### src/ffs_pkg.sv
// package: constants, types and register map of the flash status flag block
// Behaviour
// - busy flag low during any sequencer activity
// - busy to ready sets ready request
// - all listed completions count as ready
// - software writes only clear ready request
// - busy area access sets access error
// - blocked reads undefined, blocked writes dropped
// - command errors also set access error
// - software writes only clear access error
// - clear status command clears access error
// - lock bit loaded when lock read ends
// - lock bit updated only by three commands
// - program error flag follows program error
// - erase flag follows erase/blank error
// - command error sets both error flags
// - suspend flag shows acknowledged suspend state
// - bit three reads zero always
`default_nettype none
package ffs_pkg;
   // ************************************************
   // register map
   // ************************************************
   localparam logic [11:0] FFS_FLASH_STATUS_ADDR = 12'h01b2;
   localparam logic [11:0] FFS_FLASH_CONTROL0_ADDR = 12'h01b4;
   localparam logic [11:0] FFS_STATUS_BYTE_ADDR = 12'h06c8;
   localparam logic [11:0] FFS_CONTROL_BYTE_ADDR = 12'h06d0;
   localparam logic [7:0] FFS_STATUS_RESET = 8'h80;
   localparam logic [7:0] FFS_CONTROL_RESET = 8'h00;
   // lock bit is undefined after reset, start as not locked
   localparam logic FFS_LOCK_RESET = 1'b1;
   localparam int FFS_BIT_READY_REQ = 0;
   localparam int FFS_BIT_ACCESS_ERR = 1;
   localparam int FFS_BIT_LOCK = 2;
   localparam int FFS_BIT_PROG_ERR = 4;
   localparam int FFS_BIT_ERASE_ERR = 5;
   localparam int FFS_BIT_SUSPEND = 6;
   localparam int FFS_BIT_READY = 7;
   localparam int FFS_BIT_REWRITE = 1;
   localparam int FFS_BIT_CMDERR_IE = 5;
   localparam int FFS_BIT_ACCERR_IE = 6;
   localparam int FFS_BIT_READY_IE = 7;
   localparam logic [1:0] FFS_RESP_OKAY = 2'b00;
   localparam logic [1:0] FFS_RESP_SLVERR = 2'b10;

   // ************************************************
   // carriers
   // ************************************************
   typedef struct packed {
      logic busy;
      logic suspended;
      logic program_error;
      logic erase_error;
      logic blank_error;
      logic command_error;
      logic lock_read_cmd;
      logic lock_status;
      logic cmd_entered;
      logic lock_affecting_cmd;
      logic clear_status_cmd;
      logic busy_area_access;
      logic data_read_during_prog;
   } ffs_seq_t;

   typedef struct packed {
      logic        awvalid;
      logic [11:0] awaddr;
      logic        wvalid;
      logic [31:0] wdata;
      logic [3:0]  wstrb;
      logic        bready;
      logic        arvalid;
      logic [11:0] araddr;
      logic        rready;
   } ffs_axi_req_t;

   typedef struct packed {
      logic        awready;
      logic        wready;
      logic        bvalid;
      logic [1:0]  bresp;
      logic        arready;
      logic        rvalid;
      logic [31:0] rdata;
      logic [1:0]  rresp;
   } ffs_axi_rsp_t;
endpackage : ffs_pkg
`default_nettype wire

### src/ffs_axi_slave.sv
// module: axi4-lite slave front end, one write and one read in flight
`timescale 1ns/100ps
`default_nettype none
module ffs_axi_slave (
   input  wire logic                  aclk,
   input  wire logic                  aresetn,
   input  wire logic                  ce,
   input  wire ffs_pkg::ffs_axi_req_t req,
   output var  ffs_pkg::ffs_axi_rsp_t rsp,
   output logic                       wr_stb,
   output logic [11:0]                wr_addr,
   output logic [31:0]                wr_data,
   output logic [3:0]                 wr_strb,
   input  wire logic                  wr_ok,
   output logic                       rd_stb,
   output logic [11:0]                rd_addr,
   input  wire logic [31:0]           rd_data,
   input  wire logic                  rd_ok
);
   typedef struct packed {
      logic        aw_have;
      logic [11:0] aw_addr;
      logic        w_have;
      logic [31:0] w_data;
      logic [3:0]  w_strb;
      logic        bvalid;
      logic [1:0]  bresp;
      logic        rvalid;
      logic [31:0] rdata;
      logic [1:0]  rresp;
   } ffs_slv_state_t;

   ffs_slv_state_t st_ff;
   ffs_slv_state_t nxt_st;

   always_comb begin
      nxt_st = st_ff;
      if (req.awvalid && !st_ff.aw_have && !st_ff.bvalid) begin
         nxt_st.aw_have = 1'b1;
         nxt_st.aw_addr = req.awaddr;
      end
      if (req.wvalid && !st_ff.w_have && !st_ff.bvalid) begin
         nxt_st.w_have = 1'b1;
         nxt_st.w_data = req.wdata;
         nxt_st.w_strb = req.wstrb;
      end
      if (st_ff.aw_have && st_ff.w_have) begin
         nxt_st.aw_have = 1'b0;
         nxt_st.w_have = 1'b0;
         nxt_st.bvalid = 1'b1;
         nxt_st.bresp = wr_ok ? ffs_pkg::FFS_RESP_OKAY : ffs_pkg::FFS_RESP_SLVERR;
      end
      if (st_ff.bvalid && req.bready) begin
         nxt_st.bvalid = 1'b0;
      end
      if (req.arvalid && !st_ff.rvalid) begin
         nxt_st.rvalid = 1'b1;
         nxt_st.rdata = rd_data;
         nxt_st.rresp = rd_ok ? ffs_pkg::FFS_RESP_OKAY : ffs_pkg::FFS_RESP_SLVERR;
      end
      if (st_ff.rvalid && req.rready) begin
         nxt_st.rvalid = 1'b0;
      end
   end

   always_ff @(posedge aclk) begin
      if (!aresetn) begin
         st_ff <= '0;
      end else if (ce) begin
         st_ff <= nxt_st;
      end
   end

   assign wr_stb = ce && st_ff.aw_have && st_ff.w_have;
   assign wr_addr = st_ff.aw_addr;
   assign wr_data = st_ff.w_data;
   assign wr_strb = st_ff.w_strb;
   assign rd_stb = ce && req.arvalid && !st_ff.rvalid;
   assign rd_addr = req.araddr;

   always_comb begin
      rsp.awready = !st_ff.aw_have && !st_ff.bvalid;
      rsp.wready = !st_ff.w_have && !st_ff.bvalid;
      rsp.bvalid = st_ff.bvalid;
      rsp.bresp = st_ff.bresp;
      rsp.arready = !st_ff.rvalid;
      rsp.rvalid = st_ff.rvalid;
      rsp.rdata = st_ff.rdata;
      rsp.rresp = st_ff.rresp;
   end
endmodule : ffs_axi_slave
`default_nettype wire

### src/ffs_flash_status.sv
// module: flash status register, request flags and flash interrupt request
//
// The AXI4-Lite interface to the registers is this design's own decision.
`timescale 1ns/100ps
`default_nettype none
module ffs_flash_status (
   input  wire logic                  aclk,
   input  wire logic                  aresetn,
   input  wire logic                  ce,
   input  wire ffs_pkg::ffs_axi_req_t axi_req,
   output var  ffs_pkg::ffs_axi_rsp_t axi_rsp,
   input  wire ffs_pkg::ffs_seq_t     seq,
   output logic                       flash_irq,
   output logic                       cpu_rewrite_select,
   output logic                       array_access_block
);
   // ************************************************
   // state
   // ************************************************
   typedef struct packed {
      logic ready_busy_flag;
      logic suspend_flag;
      logic erase_blank_error_flag;
      logic program_error_flag;
      logic lock_monitor_bit;
      logic access_error_request;
      logic ready_request;
      logic prev_busy;
      logic lock_pending;
      logic ready_irq_enable;
      logic access_error_irq_enable;
      logic command_error_irq_enable;
      logic cpu_rewrite_select;
      logic irq;
      logic block;
   } ffs_state_t;

   ffs_state_t st_ff;
   ffs_state_t nxt_st;

   logic        wr_stb;
   logic [11:0] wr_addr;
   logic [31:0] wr_data;
   logic [3:0]  wr_strb;
   logic        rd_stb;
   logic [11:0] rd_addr;
   logic [31:0] rd_data;
   logic        rd_ok;
   logic        wr_ok;
   logic [7:0]  status_byte;
   logic [7:0]  control_byte;
   logic        wr_status;
   logic        wr_control;
   logic        ready_edge;

   // ************************************************
   // bus front end
   // ************************************************
   ffs_axi_slave u_slave (
      .aclk    (aclk),
      .aresetn (aresetn),
      .ce      (ce),
      .req     (axi_req),
      .rsp     (axi_rsp),
      .wr_stb  (wr_stb),
      .wr_addr (wr_addr),
      .wr_data (wr_data),
      .wr_strb (wr_strb),
      .wr_ok   (wr_ok),
      .rd_stb  (rd_stb),
      .rd_addr (rd_addr),
      .rd_data (rd_data),
      .rd_ok   (rd_ok)
   );

   // ************************************************
   // read mux
   // ************************************************
   always_comb begin
      status_byte = 8'h00;
      status_byte[ffs_pkg::FFS_BIT_READY] = st_ff.ready_busy_flag;
      status_byte[ffs_pkg::FFS_BIT_SUSPEND] = st_ff.suspend_flag;
      status_byte[ffs_pkg::FFS_BIT_ERASE_ERR] = st_ff.erase_blank_error_flag;
      status_byte[ffs_pkg::FFS_BIT_PROG_ERR] = st_ff.program_error_flag;
      status_byte[3] = 1'b0;
      status_byte[ffs_pkg::FFS_BIT_LOCK] = st_ff.lock_monitor_bit;
      status_byte[ffs_pkg::FFS_BIT_ACCESS_ERR] = st_ff.access_error_request;
      status_byte[ffs_pkg::FFS_BIT_READY_REQ] = st_ff.ready_request;
      control_byte = 8'h00;
      control_byte[ffs_pkg::FFS_BIT_READY_IE] = st_ff.ready_irq_enable;
      control_byte[ffs_pkg::FFS_BIT_ACCERR_IE] = st_ff.access_error_irq_enable;
      control_byte[ffs_pkg::FFS_BIT_CMDERR_IE] = st_ff.command_error_irq_enable;
      control_byte[ffs_pkg::FFS_BIT_REWRITE] = st_ff.cpu_rewrite_select;
   end

   always_comb begin
      rd_data = 32'h0000_0000;
      rd_ok = 1'b1;
      if (rd_addr[11:2] == ffs_pkg::FFS_STATUS_BYTE_ADDR[11:2]) begin
         rd_data = {24'h00_0000, status_byte};
      end else if (rd_addr[11:2] == ffs_pkg::FFS_CONTROL_BYTE_ADDR[11:2]) begin
         rd_data = {24'h00_0000, control_byte};
      end else begin
         rd_ok = 1'b0;
      end
   end

   assign wr_status = wr_stb && wr_strb[0] && (wr_addr[11:2] == ffs_pkg::FFS_STATUS_BYTE_ADDR[11:2]);
   assign wr_control = wr_stb && wr_strb[0] && (wr_addr[11:2] == ffs_pkg::FFS_CONTROL_BYTE_ADDR[11:2]);
   assign wr_ok = (wr_addr[11:2] == ffs_pkg::FFS_STATUS_BYTE_ADDR[11:2])
                  || (wr_addr[11:2] == ffs_pkg::FFS_CONTROL_BYTE_ADDR[11:2]);

   assign ready_edge = st_ff.prev_busy && !seq.busy;

   // ************************************************
   // next state
   // ************************************************
   always_comb begin
      nxt_st = st_ff;
      nxt_st.prev_busy = seq.busy;
      nxt_st.ready_busy_flag = !seq.busy;
      nxt_st.suspend_flag = seq.suspended;
      nxt_st.program_error_flag = seq.program_error || seq.command_error;
      nxt_st.erase_blank_error_flag = seq.erase_error || seq.blank_error || seq.command_error;

      if (wr_control) begin
         nxt_st.ready_irq_enable = wr_data[ffs_pkg::FFS_BIT_READY_IE];
         nxt_st.access_error_irq_enable = wr_data[ffs_pkg::FFS_BIT_ACCERR_IE];
         nxt_st.command_error_irq_enable = wr_data[ffs_pkg::FFS_BIT_CMDERR_IE];
         nxt_st.cpu_rewrite_select = wr_data[ffs_pkg::FFS_BIT_REWRITE];
      end

      if (wr_status && !wr_data[ffs_pkg::FFS_BIT_READY_REQ]) begin
         nxt_st.ready_request = 1'b0;
      end
      if (wr_status && !wr_data[ffs_pkg::FFS_BIT_ACCESS_ERR]) begin
         nxt_st.access_error_request = 1'b0;
      end
      if (seq.clear_status_cmd) begin
         nxt_st.access_error_request = 1'b0;
      end

      // ready edge sets request, set beats clear
      if (ready_edge && st_ff.ready_irq_enable) begin
         nxt_st.ready_request = 1'b1;
      end
      if (st_ff.access_error_irq_enable && seq.busy
          && (seq.busy_area_access || seq.data_read_during_prog)) begin
         nxt_st.access_error_request = 1'b1;
      end
      if (st_ff.command_error_irq_enable && (seq.command_error || seq.erase_error
          || seq.blank_error || seq.program_error)) begin
         nxt_st.access_error_request = 1'b1;
      end

      if (seq.cmd_entered) begin
         nxt_st.lock_pending = seq.lock_affecting_cmd && seq.lock_read_cmd;
      end
      if (ready_edge && st_ff.lock_pending) begin
         nxt_st.lock_monitor_bit = seq.lock_status;
         nxt_st.lock_pending = 1'b0;
      end

      nxt_st.irq = nxt_st.ready_request || nxt_st.access_error_request;
      // blocked access gate for the array
      nxt_st.block = seq.busy && (seq.busy_area_access || seq.data_read_during_prog);
   end

   always_ff @(posedge aclk) begin
      if (!aresetn) begin
         st_ff <= '0;
         st_ff.ready_busy_flag <= ffs_pkg::FFS_STATUS_RESET[ffs_pkg::FFS_BIT_READY];
         st_ff.lock_monitor_bit <= ffs_pkg::FFS_LOCK_RESET;
      end else if (ce) begin
         st_ff <= nxt_st;
      end
   end

   assign flash_irq = st_ff.irq;
   assign cpu_rewrite_select = st_ff.cpu_rewrite_select;
   assign array_access_block = st_ff.block;
endmodule : ffs_flash_status
`default_nettype wire

### config.mk
export PLATFORM = sky130hd
export DESIGN_NAME = ffs_flash_status
export DESIGN_NICKNAME = d
export VERILOG_FILES = /design/src/ffs_pkg.sv /design/src/ffs_axi_slave.sv /design/src/ffs_flash_status.sv
export SDC_FILE = /design/constraint.sdc
export NUM_CORES = 1
export LEC_CHECK = 0
export BUFFER_PORTS_ARGS = -buffer_cell sky130_fd_sc_hd__clkbuf_2
export CAP_MARGIN = 20
export CORE_MARGIN = 3
export CORE_UTILIZATION = 45
export CTS_BUF_LIST = sky130_fd_sc_hd__clkbuf_2
export CTS_CLUSTER_DIAMETER = 30
export DETAILED_ROUTE_END_ITERATION = 6
export PLACE_DENSITY = 0.81
export SYNTH_ARGS = -nofsm -noshare
export SYNTH_HDL_FRONTEND = slang
export SYNTH_SLANG_ARGS = --single-unit
### constraint.sdc
create_clock -name aclk -period 2.43 [get_ports aclk]
set_clock_uncertainty 0.15 [all_clocks]
set_input_delay 0.486 -clock aclk [delete_from_list [all_inputs] [get_ports aclk]]
set_output_delay 0.486 -clock aclk [all_outputs]
set_load 0.01 [all_outputs]
Word-level counts from Yosys, hierarchy flattened
Cells that the tools add are included.
- reductions and logical operators: 57
- muxes and demuxes: 22
- equality and inequality tests: 4
- operators with widths (kind ; number):
    $eq A10 B9 Y1 const B ; 4
    $mux W37 ; 1
    $mux W35 ; 1
    $logic_and A1 B1 Y1 ; 25
    $reduce_and A2 Y1 ; 11
    $mux W8 ; 2
    $mux W1 ; 14
    $mux W13 ; 1
    $reduce_bool A2 Y1 ; 5
    $logic_or A1 B1 Y1 ; 9
    $logic_not A1 Y1 ; 7
    $mux W2 ; 2
    $mux W3 ; 1
- bits in registers: 103
- output and inout bits: 44

Logic depth before layout (Yosys ltp)
- depth after elaboration: 10
- gate-level depth with buffers: 6
- gate-level depth less buffers: 4

Modules after synthesis
From an unflattened synthesis, not the netlist that was laid out.
- cells, all modules: 562
- area total of the unflattened synthesis: 5067.4 µm²
- modules (own cells, without submodules) (module ; area each (µm²) ; cells an instance ; instances):
    ffs_axi_slave ; 4234.1 ; 473 ; 1
    ffs_flash_status ; 833.3 ; 89 ; 1

Worst setup path before layout
Ideal clock, no wire load.
- kind: input -> register
- from: input port axi_req[12] in the netlist's numbering
- to: register u_slave.st_ff (netlist bit u_slave.rsp[3])
- cell stages on the path: 5
- library setup time: 59 ps
- path buffers: 1
- arrival: 1681 ps
- setup slack: 539 ps
- path through: or4b_4 > or2_0 > clkbuf_2 > o31ai_1 > and2_1
- longest elaborated chain between the ends: 3
- elaborated cells between the ends (all ways): 4
- RTL lines (item ; RTL line ; source):
    from (decl) ; ffs_flash_status.sv:10 ; input wire ffs_pkg::ffs_axi_req_t axi_req,
    $eq A10 B9 Y1 ; ffs_flash_status.sv:101 ; end else if (rd_addr[11:2] == ffs_pkg::FFS_CONTROL_BYTE_ADDR[11:2]) begin
    $mux W8 ; ffs_flash_status.sv:101 ;
    $mux W8 (*) ; ffs_flash_status.sv:99 ; if (rd_addr[11:2] == ffs_pkg::FFS_STATUS_BYTE_ADDR[11:2]) begin
    to (signal assigned) ; ffs_axi_slave.sv:70 ; st_ff <= nxt_st;
    to (decl) ; ffs_axi_slave.sv:33 ; ffs_slv_state_t st_ff;
Every way passes the cells marked *; elsewhere a longest branch is shown, timed or not.
A chain may end at the register's enable or synchronous reset.

Final worst setup path
- from: register u_slave.st_ff (netlist bit u_slave.wr_addr[6])
- to: register st_ff (netlist bit cpu_rewrite_select)
- longest elaborated chain between the ends: 3
- RTL lines (item ; RTL line ; source):
    $eq A10 B9 Y1 ; ffs_flash_status.sv:109 ; assign wr_control = wr_stb && wr_strb[0] && (wr_addr[11:2] == ffs_pkg::FFS_CONTROL_BYTE_ADDR[11:2]);
    $logic_and A1 B1 Y1 ; ffs_flash_status.sv:109 ;
    $reduce_and A2 Y1 (no source line) ; - ;
    to (signal assigned) ; ffs_flash_status.sv:175 ; st_ff <= nxt_st;
    to (decl) ; ffs_flash_status.sv:38 ; ffs_state_t st_ff;
No other way between the ends.

==> metrics.md <==
| Metric | Value |
|---|---|
| Outcome | `complete, no violations` |
| WHS | `between 0.09 and 0.1 ns` |
| Total track usage | `0.157` |
| Most frequent cells in the layout | `68 x clkbuf_2, 44 x dfxtp_1, 42 x nand2_1` |
| Ant diodes | `0` |
| Hold_buf cts | `0` |
| WL final | `about 4500 um` |
| Routed WL per cell | `between 10 and 15 um` |
| Pwr per Cell Area | `around 550 mW/mm^2` |
| Vias per cell | `around 4.8` |
| I/O pins | `~130` |
| CP Data Required Time | `~2.6 ns` |
| First-pass GRT wire length | `about 7500 um` |
| CTS tree | `yes` |
| Pre-Repair DR Iteration Count | `4` |
| P_sw | `approximately 350 uW` |
| Max-cap violation count | `0` |
| Crit end category | `flip-flop` |
| Critical Path Source Type | `flip-flop` |
| Core area | `about 0.0046 mm^2` |
| Total setup buffers inserted after CTS | `0` |
| Deepest clock path buffer count | `2` |
| P_int | `1000 uW` |
| Post-synth top area share | `0.395` |
| Final worst slack | `0.542 ns` |
| Fmax | `0.530 GHz` |
| Leak Pwr | `between 0.001 and 0.0015 uW` |
| Initial antenna violation count | `0` |
| Final Hold Viols | `0` |
| Die ar. | `just under 0.006 mm^2` |
| Die Ht | `76.4 um` |
| Post-CTS Resized | `0` |
| Routed Antenna Nets | `0` |
| Vias | `~1800` |
| RSZ-0062 raised after global routing | `no` |
| Dpl hpwl | `3500 um` |
| Routability cong. | `0.805` |
| Sw frac | `0.261` |
| Share of layout cells above drive strength 1 | `0.243` |
| Critical path arrival | `around 2 ns` |
| Final worst path period share | `0.777` |
| Seq/Total Area, Yosys | `0.395` |
| Nets | `slightly below 400` |
| Final setup viols | `0` |
| Number of enable flip-flop cells after synthesis | `0` |
| Drt drc | `0` |
| Worst slack at placement | `between 0.3 and 0.4 ns` |
| Slew headroom | `0.527` |
| Clock power share | `0.304` |
| Die width | `roughly 76 um` |
| Site Rows | `24` |
| Port Buf Inserts | `63` |
| Asr flop ratio synth | `0` |
| Crit Path Category | `flip-flop to flip-flop` |
| Peak supply drop | `~0.26 mV` |
| Final Power | `around 1400 uW` |
| Initial Util | `0.488` |
| Crit Path Max Fanout | `4` |
| Synth area leader | `dfxtp_1` |
| Vias in the first global route | `roughly 1600` |
| Worst Tran Pin Value | `just over 0.7 ns` |
| Worst min path class | `primary input to flip-flop` |
| Fill count | `between 400 and 500` |
| Largest net degree at the start of global routing | `46` |
| Mean cell area of the mapped netlist | `approximately 8.6 um^2` |
| GRT Residual Overflow | `0` |
| Fin. max-slew vios | `0` |
| Clock root buffer | `clkbuf_2` |
| Reg2reg setup slack | `about 0.54 ns` |
| TritonCTS Buffers | `5` |
| Most common cell after layout, fill and taps aside | `clkbuf_2` |
| Top FF cell, synth | `dfxtp_1` |
| #FFs+latches synth | `44` |
| Setup TNS | `0 ns` |
| Yosys warns | `0` |
| Mapped cell area | `0.00223 mm^2` |
| P&R area growth vs syn | `11.2%` |
| Cell count after synthesis | `259` |
| Clk_lat worst skew | `0.42 ns` |
| Synth unique cells | `42` |
| Leading post-synthesis cells by cell area | `dfxtp_1 40%, buf_4 13%, nand2_1 7.1%, nor2b_1 5.6%, a21boi_1 5.1%` |
| Fin util | `0.543` |
| Relative contribution of sequential cells to total power | `0.568` |
| Clock transition at the registers of the reported paths | `about 0.23 ns` |
| DRT iter0 DRCs | `a little over 100` |
| Combinational power share | `0.127` |
| Clock sink count | `44` |
| Min Tclk post-route | `around 1.9 ns` |
| H-tree levels | `2` |
[worst max-delay path, cell delays in order (launching register included)]
cell and delay [ns]:
dfxtp_1 0.38, nor4bb_1 0.55, nand4_1 0.39, mux2i_1 0.26, nor2b_1 0.06
[kinds of logic (layout without fill, tap and decap cells)]
family | Yosys count | in the layout | share of synthesized area
AO/OA/AOI/OAI | 49 | 49 | 0.154
XOR/XNOR | 1 | 1 | 0.00393
buffers and inverters | 53 | 77 | 0.155
flip-flops | 44 | 44 | 0.395
multiplexers | 10 | 10 | 0.0449
other | 1 | 27 | 0.00168
AND/OR/NAND/NOR | 101 | 101 | 0.245
[metrics by stage]
step	cells	instance area [um^2]
2_1_floorplan	285	2330
3_3_place_gp	366	2410
3_5_place_dp	366	2410
4_1_cts	374	2480
5_1_grt	374	2480
6_report	374	2480
[state kept, by name, summed over array words and instances (netlist names)]
| register | cells |
|---|---|
| u_slave.wr_strb | 1 |
| u_slave.rsp | 11 |
| u_slave.st_ff | 2 |
| flash_irq | 1 |
| u_slave.wr_data | 5 |
| u_slave.wr_addr | 10 |
| control_byte | 3 |
| array_access_block | 1 |
| st_ff | 9 |
| cpu_rewrite_select | 1 |
[worst paths after layout]
| kind | from | to | cells past startpoint |
|---|---|---|---|
| min | axi_req[54] | u_slave.wr_addr[2] | 3 |
| max reg2reg | u_slave.wr_addr[6] | cpu_rewrite_select | 4 |
| min reg2reg | u_slave.wr_addr[7] | u_slave.wr_addr[7] | 2 |
| max | u_slave.wr_addr[6] | cpu_rewrite_select | 4 |
[layer usage]
layer	vias to the layer above	share of wire	global-route usage
met4	0	0.013	0.0543
met3	8	0.079	0.0461
met5	-	0	0
li1	917	-	-
met1	806	0.43	0.195
met2	64	0.47	0.257
[power groups by stage]
stage               Combinational, uW  Sequential [uW]  Clock, uW
floorplan                         144              779          0
global placement                  169              782          0
detailed placement                172              784          0
CTS                               172              770        427
global route                      194              774        457
finish                            173              770        412
[synthesized netlist by cell type (all sizes together) (3+ instances only)]
cell     n
mux2i   10
clkbuf  10
o21ai    7
inv      3
dfxtp   44
a21boi  18
nand2   42
nand2b   4
o31ai    5
nor2b   20
and2     4
nand3b   3
nor4bb   3
a22oi    4
buf     40
nor2     5
nand3    7
a21oi    6
[layout make-up]
cell class	count	area, um^2	area share
multi-input combinational	188	1100	0.444
sequential	44	881	0.355
timing repair buffer	66	338	0.136
tap	65	81.3	0.0328
clock inverter	3	42.5	0.0172
clock buffer	5	25.0	0.0101
inverter	3	11.3	0.00454
Power figures use the tool's default switching activity.
